File: config.mk
export PLATFORM = sky130hd
export DESIGN_NAME = qpsc_serial_ctrl
export DESIGN_NICKNAME = d
export VERILOG_FILES = /design/src/rtl/qpsc_pkg.sv /design/src/rtl/qpsc_sync.sv /design/src/rtl/qpsc_nv_array.sv /design/src/rtl/qpsc_serial_ctrl.sv
export SDC_FILE = /design/constraint.sdc
export NUM_CORES = 1
export LEC_CHECK = 0
export BUFFER_PORTS_ARGS = -buffer_cell sky130_fd_sc_hd__buf_2
export CELL_PAD_IN_SITES_DETAIL_PLACEMENT = 2
export CELL_PAD_IN_SITES_GLOBAL_PLACEMENT = 2
export CORE_MARGIN = 10
export CORE_UTILIZATION = 38
export CTS_CLUSTER_DIAMETER = 200
export DETAILED_ROUTE_END_ITERATION = 7
export PLACE_DENSITY_LB_ADDON = 0.12
export SLEW_MARGIN = 20
export SYNTH_ARGS = -nofsm -noshare
export SYNTH_HDL_FRONTEND = slang
export SYNTH_SLANG_ARGS = --single-unit
File: constraint.sdc
create_clock -name sys_clk -period 2.7 [get_ports sys_clk]
set_input_delay 0.135 -clock sys_clk [delete_from_list [all_inputs] [get_ports sys_clk]]
set_output_delay 0.135 -clock sys_clk [all_outputs]
set_load 0.005 [all_outputs]
File: src/rtl/qpsc_pkg.sv
// constants shared by the quad pot serial control block
// assumes a 100 MHz system clock and a 24-bit serial command word
package qpsc_pkg;
  // ****************************************
  // geometry
  // ****************************************
  localparam int NUM_CH    = 4;
  localparam int TAP_W     = 8;
  localparam int SLOT_W    = 9;
  localparam int NUM_SLOTS = 4;
  localparam int CMD_W     = 24;
  localparam int BUF_BIT   = 8;
  localparam int CNT_W     = 5;
  // ****************************************
  // command word fields
  // ****************************************
  localparam int OP_HI     = 23;
  localparam int OP_LO     = 20;
  localparam int SLOT_HI   = 19;
  localparam int SLOT_LO   = 18;
  localparam int CH_HI     = 17;
  localparam int CH_LO     = 16;
  // ****************************************
  // opcodes
  // ****************************************
  localparam logic [3:0] OP_NOP      = 4'h0;
  localparam logic [3:0] OP_WR_TAP   = 4'h1;
  localparam logic [3:0] OP_RD_TAP   = 4'h2;
  localparam logic [3:0] OP_RD_SLOT  = 4'h4;
  localparam logic [3:0] OP_PROG     = 4'h5;
  localparam logic [3:0] OP_LOAD     = 4'h6;
  localparam logic [3:0] OP_SAVE     = 4'h7;
  localparam logic [3:0] OP_UP       = 4'h8;
  localparam logic [3:0] OP_DOWN     = 4'h9;
  localparam logic [3:0] OP_LOAD_ALL = 4'hA;
  // ****************************************
  // timing and reset values
  // ****************************************
  localparam int CLK_MHZ         = 100;
  localparam int NV_WRITE_US     = 5;
  localparam int NV_WRITE_CYC    = NV_WRITE_US * CLK_MHZ;
  localparam int ACCESS_CYC      = 4;
  localparam logic [SLOT_W-1:0] SLOT_RESET = 9'h080;
  localparam logic [CMD_W-1:0]  SHIFT_RESET = 24'h000000;
  // ****************************************
  // control states
  // ****************************************
  typedef enum logic [1:0] {ST_RECALL, ST_IDLE, ST_ACCESS, ST_NVWAIT} qpsc_state_t;
endpackage : qpsc_pkg

File: src/rtl/qpsc_sync.sv
// two flip-flop level synchroniser for pin inputs
// assumes inputs are asynchronous to sys_clk
`timescale 1ns/100ps
`default_nettype none
module qpsc_sync #(
  parameter int WIDTH = 1
) (
  // clock and reset
  input  wire logic             sys_clk,
  input  wire logic             reset,
  // pins in, synchronised out
  input  wire logic [WIDTH-1:0] pinIn,
  input  wire logic [WIDTH-1:0] resetVal,
  output var  logic [WIDTH-1:0] syncOut
);
  logic [WIDTH-1:0] meta_q;

  // first stage read only by second stage
  always_ff @(posedge sys_clk) begin
    meta_q  <= pinIn;
    syncOut <= reset ? resetVal : meta_q;
  end
endmodule : qpsc_sync
`default_nettype wire

File: src/rtl/qpsc_nv_array.sv
// nonvolatile slot store: four slots of nine bits per channel
// assumes one write at a time; contents survive reset
`timescale 1ns/100ps
`default_nettype none
module qpsc_nv_array #(
  parameter int WRITE_CYC = qpsc_pkg::NV_WRITE_CYC
) (
  // clock and reset
  input  wire logic                       sys_clk,
  input  wire logic                       reset,
  // write port
  input  wire logic                       wrReq,
  input  wire logic [3:0]                 wrAddr,
  input  wire logic [qpsc_pkg::SLOT_W-1:0] wrData,
  // read port
  input  wire logic [3:0]                 rdAddr,
  output logic      [qpsc_pkg::SLOT_W-1:0] rdData,
  // write cycle in progress
  output logic                            busy
);
  localparam int TW = $clog2(WRITE_CYC + 1);

  logic [qpsc_pkg::SLOT_W-1:0] mem_q [16] = '{default: qpsc_pkg::SLOT_RESET};
  logic [TW-1:0]               timer_q;

  initial begin
    if (WRITE_CYC < 1) $error("WRITE_CYC must be at least 1");
  end

  // store word at start of cycle, refuse while busy
  always_ff @(posedge sys_clk) begin
    if (wrReq && !busy) mem_q[wrAddr] <= wrData;
  end

  // programming time counter
  always_ff @(posedge sys_clk) begin
    if (reset) timer_q <= '0;
    else if (wrReq && !busy) timer_q <= TW'(WRITE_CYC);
    else if (busy) timer_q <= timer_q - 1'b1;
  end

  assign busy   = (timer_q != '0);
  assign rdData = mem_q[rdAddr];
endmodule : qpsc_nv_array
`default_nettype wire

File: src/rtl/qpsc_serial_ctrl.sv
// serial control logic of a quad 256-tap digital potentiometer
// assumes pins arrive asynchronously; reset stands for power-up
`timescale 1ns/100ps
`default_nettype none
// How it works
// sample data input on serial clock rise
// chip select high: output released
// deselected means standby unless programming
// chip select low: active mode
// traffic ignored until first select fall
// all command content arrives on data input
// output changes on serial clock fall
// first output bit on select fall
// output feeds next device in chain
// open-drain active-low ready on commands
// write protect blocks slot changes only
// power-up copies slot 0 to tap
// each channel has 256 tap positions
// four slots per channel, read/write
// save tap into chosen slot
// tap set directly or from slot
// wiper follows tap register
// per-channel output buffer select
// 24-bit command, msb first
// previous 24 bits shift out
// buffer bit 8 selects buffer
// slot holds nine-bit word
module qpsc_serial_ctrl #(
  parameter int NV_CYC  = qpsc_pkg::NV_WRITE_CYC,
  parameter int ACC_CYC = qpsc_pkg::ACCESS_CYC
) (
  // clock and reset
  input  wire logic                    sys_clk,
  input  wire logic                    reset,
  // serial pins
  input  wire logic                    chipSelN,
  input  wire logic                    serialClk,
  input  wire logic                    serialIn,
  output logic                         serialOut,
  output logic                         serialOutOeN,
  // ready pin, open drain
  output logic                         readyOut,
  output logic                         readyOeN,
  // write protect pin
  input  wire logic                    writeProtN,
  // channel settings
  output logic [qpsc_pkg::NUM_CH*qpsc_pkg::TAP_W-1:0] tapRegister,
  output logic [qpsc_pkg::NUM_CH-1:0]  bufferEnable,
  // power mode
  output logic                         activeMode,
  output logic                         standby
);
  localparam int CW = qpsc_pkg::CMD_W;
  localparam int AW = $clog2(ACC_CYC + 1);

  initial begin
    if (ACC_CYC < 1) $error("ACC_CYC must be at least 1");
    if (qpsc_pkg::NUM_CH != 4) $error("channel count fixed at 4");
  end

  // ****************************************
  // pin synchronisers
  // ****************************************
  logic [3:0] pinSync;
  logic       csLow, sclkS, sdiS, protect;

  qpsc_sync #(.WIDTH(4)) u_sync (
    .sys_clk  (sys_clk),
    .reset    (reset),
    .pinIn    ({chipSelN, serialClk, serialIn, writeProtN}),
    .resetVal (4'h9),
    .syncOut  (pinSync)
  );

  assign csLow   = ~pinSync[3];
  assign sclkS   = pinSync[2];
  assign sdiS    = pinSync[1];
  assign protect = ~pinSync[0];

  // ****************************************
  // edge detection
  // ****************************************
  logic csLowPrev_q, sclkPrev_q;
  logic csFall, csRise, sclkRise, sclkFall;

  // previous levels of synchronised pins
  always_ff @(posedge sys_clk) begin
    if (reset) begin
      csLowPrev_q <= 1'b0;
      sclkPrev_q  <= 1'b0;
    end else begin
      csLowPrev_q <= csLow;
      sclkPrev_q  <= sclkS;
    end
  end

  assign csFall   = csLow && !csLowPrev_q;
  assign csRise   = !csLow && csLowPrev_q;
  assign sclkRise = sclkS && !sclkPrev_q;
  assign sclkFall = !sclkS && sclkPrev_q;

  // ****************************************
  // arming after power-up
  // ****************************************
  logic armed_q;

  // first select fall after reset arms the port
  always_ff @(posedge sys_clk) begin
    if (reset) armed_q <= 1'b0;
    else if (csFall) armed_q <= 1'b1;
  end

  // ****************************************
  // shift register and bit count
  // ****************************************
  logic [CW-1:0]               shift_q;
  logic [qpsc_pkg::CNT_W-1:0]  bitCnt_q;
  logic                        respLoad;
  logic [CW-1:0]               respWord;
  logic                        inFrame;

  assign inFrame = armed_q && csLow;

  // data in at serial clock rise, response load wins
  always_ff @(posedge sys_clk) begin
    if (reset) shift_q <= qpsc_pkg::SHIFT_RESET;
    else if (respLoad) shift_q <= respWord;
    else if (inFrame && sclkRise) shift_q <= {shift_q[CW-2:0], sdiS};
  end

  // saturating count; extra bits keep only the last 24
  always_ff @(posedge sys_clk) begin
    if (reset) bitCnt_q <= '0;
    else if (csFall) bitCnt_q <= '0;
    else if (inFrame && sclkRise && bitCnt_q != qpsc_pkg::CNT_W'(CW)) begin
      bitCnt_q <= bitCnt_q + 1'b1;
    end
  end

  // ****************************************
  // serial output, open drain
  // ****************************************
  logic sdoBit_q;

  // msb out at select fall, then at each clock fall
  always_ff @(posedge sys_clk) begin
    if (reset) sdoBit_q <= 1'b1;
    else if (csFall) sdoBit_q <= shift_q[CW-1];
    else if (inFrame && sclkFall) sdoBit_q <= shift_q[CW-1];
  end

  // pull low only for a zero while selected
  always_ff @(posedge sys_clk) begin
    if (reset) serialOutOeN <= 1'b1;
    else serialOutOeN <= !(inFrame && !sdoBit_q);
  end

  assign serialOut = 1'b0;

  // ****************************************
  // command capture
  // ****************************************
  logic [CW-1:0] cmd_q;
  logic          execReq_q;

  // latch the shifted word when select rises; run it only if 24 bits came
  always_ff @(posedge sys_clk) begin
    if (reset) begin
      cmd_q     <= '0;
      execReq_q <= 1'b0;
    end else begin
      execReq_q <= armed_q && csRise && bitCnt_q == qpsc_pkg::CNT_W'(CW);
      if (armed_q && csRise) cmd_q <= shift_q;
    end
  end

  logic [3:0]                  op;
  logic [1:0]                  cmdSlot, cmdCh;
  logic [qpsc_pkg::SLOT_W-1:0] cmdData;

  assign op      = cmd_q[qpsc_pkg::OP_HI:qpsc_pkg::OP_LO];
  assign cmdSlot = cmd_q[qpsc_pkg::SLOT_HI:qpsc_pkg::SLOT_LO];
  assign cmdCh   = cmd_q[qpsc_pkg::CH_HI:qpsc_pkg::CH_LO];
  assign cmdData = cmd_q[qpsc_pkg::SLOT_W-1:0];

  // ****************************************
  // slot store
  // ****************************************
  logic                        nvWrReq, nvBusy;
  logic [3:0]                  nvWrAddr, nvRdAddr;
  logic [qpsc_pkg::SLOT_W-1:0] nvWrData, nvRdData;

  qpsc_nv_array #(.WRITE_CYC(NV_CYC)) u_nv (
    .sys_clk (sys_clk),
    .reset   (reset),
    .wrReq   (nvWrReq),
    .wrAddr  (nvWrAddr),
    .wrData  (nvWrData),
    .rdAddr  (nvRdAddr),
    .rdData  (nvRdData),
    .busy    (nvBusy)
  );

  // ****************************************
  // channel registers
  // ****************************************
  logic [qpsc_pkg::TAP_W-1:0]  tap_q [qpsc_pkg::NUM_CH];
  logic [qpsc_pkg::NUM_CH-1:0] buf_q;
  logic [qpsc_pkg::NUM_CH-1:0] tapWe, bufWe;
  logic [qpsc_pkg::TAP_W-1:0]  tapNew [qpsc_pkg::NUM_CH];
  logic                        bufNew;

  // ****************************************
  // control state machine
  // ****************************************
  qpsc_pkg::qpsc_state_t state_q, state_d;
  logic [AW-1:0]         accCnt_q;
  logic [1:0]            recallCh_q;
  logic                  accDone;
  logic [qpsc_pkg::SLOT_W-1:0] curWord;

  assign accDone  = (accCnt_q == '0);
  assign curWord  = {buf_q[cmdCh], tap_q[cmdCh]};
  assign nvRdAddr = (state_q == qpsc_pkg::ST_RECALL) ? {recallCh_q, 2'b00}
                                                     : {cmdCh, cmdSlot};
  assign nvWrAddr = {cmdCh, cmdSlot};

  // next state, store writes, tap loads, response
  always_comb begin
    state_d  = state_q;
    nvWrReq  = 1'b0;
    nvWrData = cmdData;
    respLoad = 1'b0;
    respWord = {cmd_q[CW-1:CW-8], 7'h00, curWord};
    tapWe    = '0;
    bufWe    = '0;
    bufNew   = 1'b0;
    for (int i = 0; i < qpsc_pkg::NUM_CH; i++) tapNew[i] = tap_q[i];
    case (state_q)
      qpsc_pkg::ST_RECALL: begin
        tapWe[recallCh_q]  = 1'b1;
        bufWe[recallCh_q]  = 1'b1;
        tapNew[recallCh_q] = nvRdData[qpsc_pkg::TAP_W-1:0];
        bufNew             = nvRdData[qpsc_pkg::BUF_BIT];
        if (recallCh_q == 2'd3) state_d = qpsc_pkg::ST_IDLE;
      end
      qpsc_pkg::ST_IDLE: begin
        if (execReq_q) begin
          case (op)
            qpsc_pkg::OP_WR_TAP: begin
              tapWe[cmdCh]  = 1'b1;
              tapNew[cmdCh] = cmdData[qpsc_pkg::TAP_W-1:0];
            end
            qpsc_pkg::OP_UP: begin
              tapWe[cmdCh] = 1'b1;
              if (tap_q[cmdCh] != 8'hFF) tapNew[cmdCh] = tap_q[cmdCh] + 8'h01;
            end
            qpsc_pkg::OP_DOWN: begin
              tapWe[cmdCh] = 1'b1;
              if (tap_q[cmdCh] != 8'h00) tapNew[cmdCh] = tap_q[cmdCh] - 8'h01;
            end
            qpsc_pkg::OP_PROG: begin
              nvWrReq = !protect;
              state_d = protect ? qpsc_pkg::ST_IDLE : qpsc_pkg::ST_NVWAIT;
            end
            qpsc_pkg::OP_SAVE: begin
              nvWrData = curWord;
              nvWrReq  = !protect;
              state_d  = protect ? qpsc_pkg::ST_IDLE : qpsc_pkg::ST_NVWAIT;
            end
            qpsc_pkg::OP_RD_TAP, qpsc_pkg::OP_RD_SLOT, qpsc_pkg::OP_LOAD,
            qpsc_pkg::OP_LOAD_ALL: begin
              state_d = qpsc_pkg::ST_ACCESS;
            end
            default: state_d = qpsc_pkg::ST_IDLE;
          endcase
        end
      end
      qpsc_pkg::ST_ACCESS: begin
        if (accDone) begin
          state_d = qpsc_pkg::ST_IDLE;
          case (op)
            qpsc_pkg::OP_RD_TAP: respLoad = 1'b1;
            qpsc_pkg::OP_RD_SLOT: begin
              respLoad = 1'b1;
              respWord = {cmd_q[CW-1:CW-8], 7'h00, nvRdData};
            end
            qpsc_pkg::OP_LOAD: begin
              tapWe[cmdCh]  = 1'b1;
              bufWe[cmdCh]  = 1'b1;
              tapNew[cmdCh] = nvRdData[qpsc_pkg::TAP_W-1:0];
              bufNew        = nvRdData[qpsc_pkg::BUF_BIT];
            end
            qpsc_pkg::OP_LOAD_ALL: begin
              state_d = qpsc_pkg::ST_RECALL;
            end
            default: state_d = qpsc_pkg::ST_IDLE;
          endcase
        end
      end
      qpsc_pkg::ST_NVWAIT: begin
        if (!nvBusy) state_d = qpsc_pkg::ST_IDLE;
      end
      default: state_d = qpsc_pkg::ST_IDLE;
    endcase
  end

  // state register
  always_ff @(posedge sys_clk) begin
    if (reset) state_q <= qpsc_pkg::ST_RECALL;
    else state_q <= state_d;
  end

  // internal access delay for reads and loads
  always_ff @(posedge sys_clk) begin
    if (reset) accCnt_q <= '0;
    else if (state_q == qpsc_pkg::ST_IDLE) accCnt_q <= AW'(ACC_CYC - 1);
    else if (state_q == qpsc_pkg::ST_ACCESS && !accDone) accCnt_q <= accCnt_q - 1'b1;
  end

  // recall walks channels 0..3
  always_ff @(posedge sys_clk) begin
    if (reset) recallCh_q <= 2'd0;
    else if (state_q == qpsc_pkg::ST_RECALL) recallCh_q <= recallCh_q + 2'd1;
  end

  // ****************************************
  // per-channel tap and buffer registers
  // ****************************************
  genvar g;
  generate
    for (g = 0; g < qpsc_pkg::NUM_CH; g++) begin : g_ch
      // tap value and buffer mode of one channel
      always_ff @(posedge sys_clk) begin
        if (reset) begin
          tap_q[g] <= qpsc_pkg::SLOT_RESET[qpsc_pkg::TAP_W-1:0];
          buf_q[g] <= 1'b0;
        end else begin
          if (tapWe[g]) tap_q[g] <= tapNew[g];
          if (bufWe[g]) buf_q[g] <= bufNew;
        end
      end
      assign tapRegister[g*qpsc_pkg::TAP_W +: qpsc_pkg::TAP_W] = tap_q[g];
      assign bufferEnable[g] = buf_q[g];
    end
  endgenerate

  // ****************************************
  // ready line and power mode
  // ****************************************
  // ready pulled low once idle and programming done
  always_ff @(posedge sys_clk) begin
    if (reset) readyOeN <= 1'b1;
    else readyOeN <= !(state_d == qpsc_pkg::ST_IDLE && !nvBusy && !execReq_q);
  end

  assign readyOut = 1'b0;

  // standby waits for a write cycle to finish
  always_ff @(posedge sys_clk) begin
    if (reset) begin
      activeMode <= 1'b0;
      standby    <= 1'b1;
    end else begin
      activeMode <= inFrame;
      standby    <= !csLow && !nvBusy;
    end
  end
endmodule : qpsc_serial_ctrl
`default_nettype wire

==> flow_metrics.py <==
metrics = {
    "outcome": {
        "status": "complete, but fails checks",
        "violations": "negative setup slack",
    },
    "timing": {
        "finalCriticalPeriod_ns": 2.93,
        "rsz0062_at_grt": "yes",
        "skew_ns": 0.0242,
        "setup_slack_ns": -0.226,
        "slew_violations": 0,
        "worst_pin_slew_ns": 0.825,
        "hold_violations": 0,
        "relSlewSlack_pct": 45.0,
        "period_share_pct": 108,
        "clock.fmax_mhz": 342,
        "setup_viol": 53,
    },
    "routing": {
        "drc": 0,
        "drt_iter0_drc": 1057,
        "routed_via_density": 5.99,
        "drt-wirelength-per-cell_um": 29.1,
        "drtPass1Iterations": 5,
        "wl_um": 56300,
        "vias": 11585,
        "ant_nets": 0,
    },
    "run": {
        "max_cap_viol_count": 0,
    },
    "yosys": {
        "yosys_warnings": 0,
        "syn_avg_cell_area_sq_um": 10.7,
        "synth_enable_flop_cells": 176,
        "async_reset_ff_share_pct": 0,
        "synth_top_flop_cell": "edfxtp_1",
        "ys_seq_area_share_pct": 53.2,
        "postSynthCellCount": 1230,
        "yosysUniqueCellTypes": 73,
        "netlist_area_sq_um": 13100,
        "ys_ff_latch": 261,
    },
    "cells_and_area": {
        "drive_gt1_share_pct": 34.2,
        "postLayoutCellArea_sq_um": 17300,
        "n_antenna_cell": 0,
        "nets": 1477,
        "syn_to_final_growth_pct": 31.3,
    },
    "clock_tree": {
        "htree_levels": 1,
        "cts_tree": "built",
        "numCtsBuffers": 29,
        "clockRootBuffer": "clkbuf_16",
        "insertion_delay_ns": 0.57,
        "path_clk_slew_ns": 0.06,
        "cts_num_sinks": 261,
        "clk_path_buf_depth": 3,
    },
    "pwr": {
        "p_per_area_nw_per_um2": 1040,
        "ir_drop_v": 0.000570,
        "p_leak_nw": 6.11,
    },
    "critical_path": {
        "critPathTopFamily": "simple AND/OR/NAND/NOR gates",
        "cp-end-kind": "flip-flop",
        "critPathRequiredTime_ns": 3.04,
        "cpMostUsedCell": "or4_4",
        "slowest_stage": "mux4_2",
        "cp_num_cells": 8,
        "crit_buf_inv": 2,
        "cp.arrival_ns": 3.26,
        "critPathKind": "flip-flop to flip-flop",
        "startpoint_type": "flip-flop",
        "max_stage_delay_ns": 0.56,
        "crit_chain": "buf_6 -> mux4_2 -> or4_4 -> or4_4 -> a21oi_4 -> o2bb2ai_4 -> a21o_1 -> buf_12",
        "crit_path_max_fanout": 8,
        "rr_worst_depth": 8,
    },
    "floorplanning": {
        "die_x_um": 206,
        "start_util_pct": 38.2,
        "die_area_sq_um": 42400,
        "io_pins": 48,
        "rows": 68,
        "core_area_sq_um": 34400,
        "die_h_um": 206,
    },
    "placement": {
        "place_area_sq_um": 15400,
        "place_ws_ns": -0.330,
        "io_buffers": 45,
        "gp_congestion": 0.894,
        "post-dp-hpwl_um": 40200,
    },
    "global_routing": {
        "grt_max_degree": 69,
        "overflow": 0,
        "antenna_found_initial": 3,
        "grtUsageTotal_pct": 26.1,
        "grt_pass1_wl_um": 82600,
        "grt_pass1_vias": 12493,
    },
    "min_path": {
        "min_delay_path_depth": 2,
        "hp-class": "input port to flip-flop",
    },
}
[per-layer routing]
layer | vias to the layer above | track usage (%) | part of all wire, %
met5 | - | 0 | 0.020
met4 | 2 | 10.5 | 3.5
met3 | 111 | 3.79 | 4.4
met2 | 358 | 44.9 | 50
met1 | 6038 | 32.2 | 42
li1 | 5076 | - | -
[timing repair]
action	CTS	global route
hold buffers	4	0
endpoints found under the hold margin	4	0
gates cloned	0	0
endpoints found under the setup margin	159	217
buffers inserted	13	4
resized for setup	103	72
pin swaps	18	50
[path summary, 6_finish.rpt]
| path | from | endpoint | slack [ns] |
|---|---|---|---|
| setup / recovery | flip-flop | tap_q[2][4]$_SDFFCE_PP0P_ | -0.23 |
| hold / removal | chipSelN | u_sync.meta_q[3]$_DFF_P_ | 0.22 |
| setup reg to reg | flip-flop | tap_q[2][4]$_SDFFCE_PP0P_ | -0.23 |
| hold reg to reg | u_sync.meta_q[0]$_DFF_P_ | u_sync.syncOut[0]$_SDFF_PP1_ | 0.41 |
[cells by family (layout without fill, tap and decap cells)]
group                    count (synthesis)  in the layout  share of synthesized area [%]
buffers and inverters                  127            374                           3.96
multiplexers                            71             71                           8.81
AO/OA/AOI/OAI                          346            346                           17.4
flip-flops                             261            261                           53.2
XOR/XNOR                                15             15                           1.00
adder cells (fa/ha/maj)                 15             15                           1.43
other                                    1              2                         0.0285
AND/OR/NAND/NOR                        394            394                           14.2
[stage by stage]
stage / TNS [ns] / hold slack [ns] / total power [mW] / utilization, % / instances
6_report: -8.38 / 0.215 / 17.9 / 50.2 / 1933
5_1_grt: -11.56 / 0.226 / 18.6 / 50.2 / 1933
4_1_cts: -8.24 / 0.198 / 17.4 / 49.2 / 1933
3_5_place_dp: -16.79 / 0.246 / 12.6 / 44.9 / 1864
3_3_place_gp: -13.08 / 0.237 / 12.4 / 44.9 / 1864
2_1_floorplan: -7.46 / 0.163 / 8.54 / - / 1231
[Yosys cell counts (6+ instances only)]
cell type / count / share of area, %
a221oi_1: 10 / 0.67
a31oi_1: 14 / 0.67
buf_1: 9 / 0.26
and3_1: 11 / 0.52
mux2_2: 15 / 1.3
xor2_1: 7 / 0.47
o21ai_0: 70 / 2.7
a211oi_1: 27 / 1.5
xnor2_1: 8 / 0.53
nand2b_1: 41 / 2.0
a21oi_1: 105 / 4.0
o22ai_1: 10 / 0.48
nor3_1: 15 / 0.57
o211ai_1: 13 / 0.74
dfxtp_1: 85 / 13
nand2_1: 141 / 4.0
mux2i_1: 23 / 1.8
clkbuf_1: 70 / 2.0
nand3_1: 27 / 1.0
a2111oi_0: 6 / 0.40
a311oi_1: 10 / 0.67
mux4_2: 29 / 5.0
nor2_1: 96 / 2.7
or2_2: 7 / 0.33
o32ai_1: 6 / 0.40
ha_1: 15 / 1.4
a22oi_1: 6 / 0.34
edfxtp_1: 176 / 40
and2_1: 10 / 0.48
inv_1: 31 / 0.89
buf_2: 11 / 0.42
nor2b_1: 11 / 0.52
o221ai_1: 15 / 1.0
[placed cells by master (no fill, tap or decap), types with 10 or more instances in the layout]
master,instances
inv_1,26
o221ai_1,13
ha_1,12
a311oi_1,10
clkbuf_16,30
and3_1,11
nor2_1,86
buf_12,13
o211ai_1,13
o21ai_0,52
nand3_1,23
mux2i_1,15
nor3_1,12
buf_2,45
edfxtp_1,176
nor2b_1,11
a31oi_1,11
nand2_1,139
mux2_2,14
nand2b_1,39
o21ai_1,11
buf_6,21
buf_4,205
mux4_2,31
a211oi_1,18
dfxtp_1,79
a21oi_1,99
[flip-flops by register name (all words and copies together), names as in the netlist, 2 cells and up, named ones only]
name and cells:
bufferEnable 4, u_sync.meta_q 4, bitCnt_q 5, shift_q 24, cmd_q 17, tap_q 32
recallCh_q 2, state_q 2, accCnt_q 3, u_nv.timer_q 9, u_sync.syncOut 4, u_nv.mem_q 144
[cell type report]
class	instances	area, sq um
clock buffers	42	840
inverters	31	116
multi-input cells	843	6290
well taps	455	569
fillers	3469	17100
clock inverters	11	101
repair buffers	290	2330
flip-flops and latches	261	7000
[where the power goes]
group | switching [mW] | internal, mW
clock | 1.69 | 2.33
sequential | 0.261 | 4.56
combinational | 5.41 | 3.70
total | 7.36 | 10.6
Power figures use the tool's default switching activity.
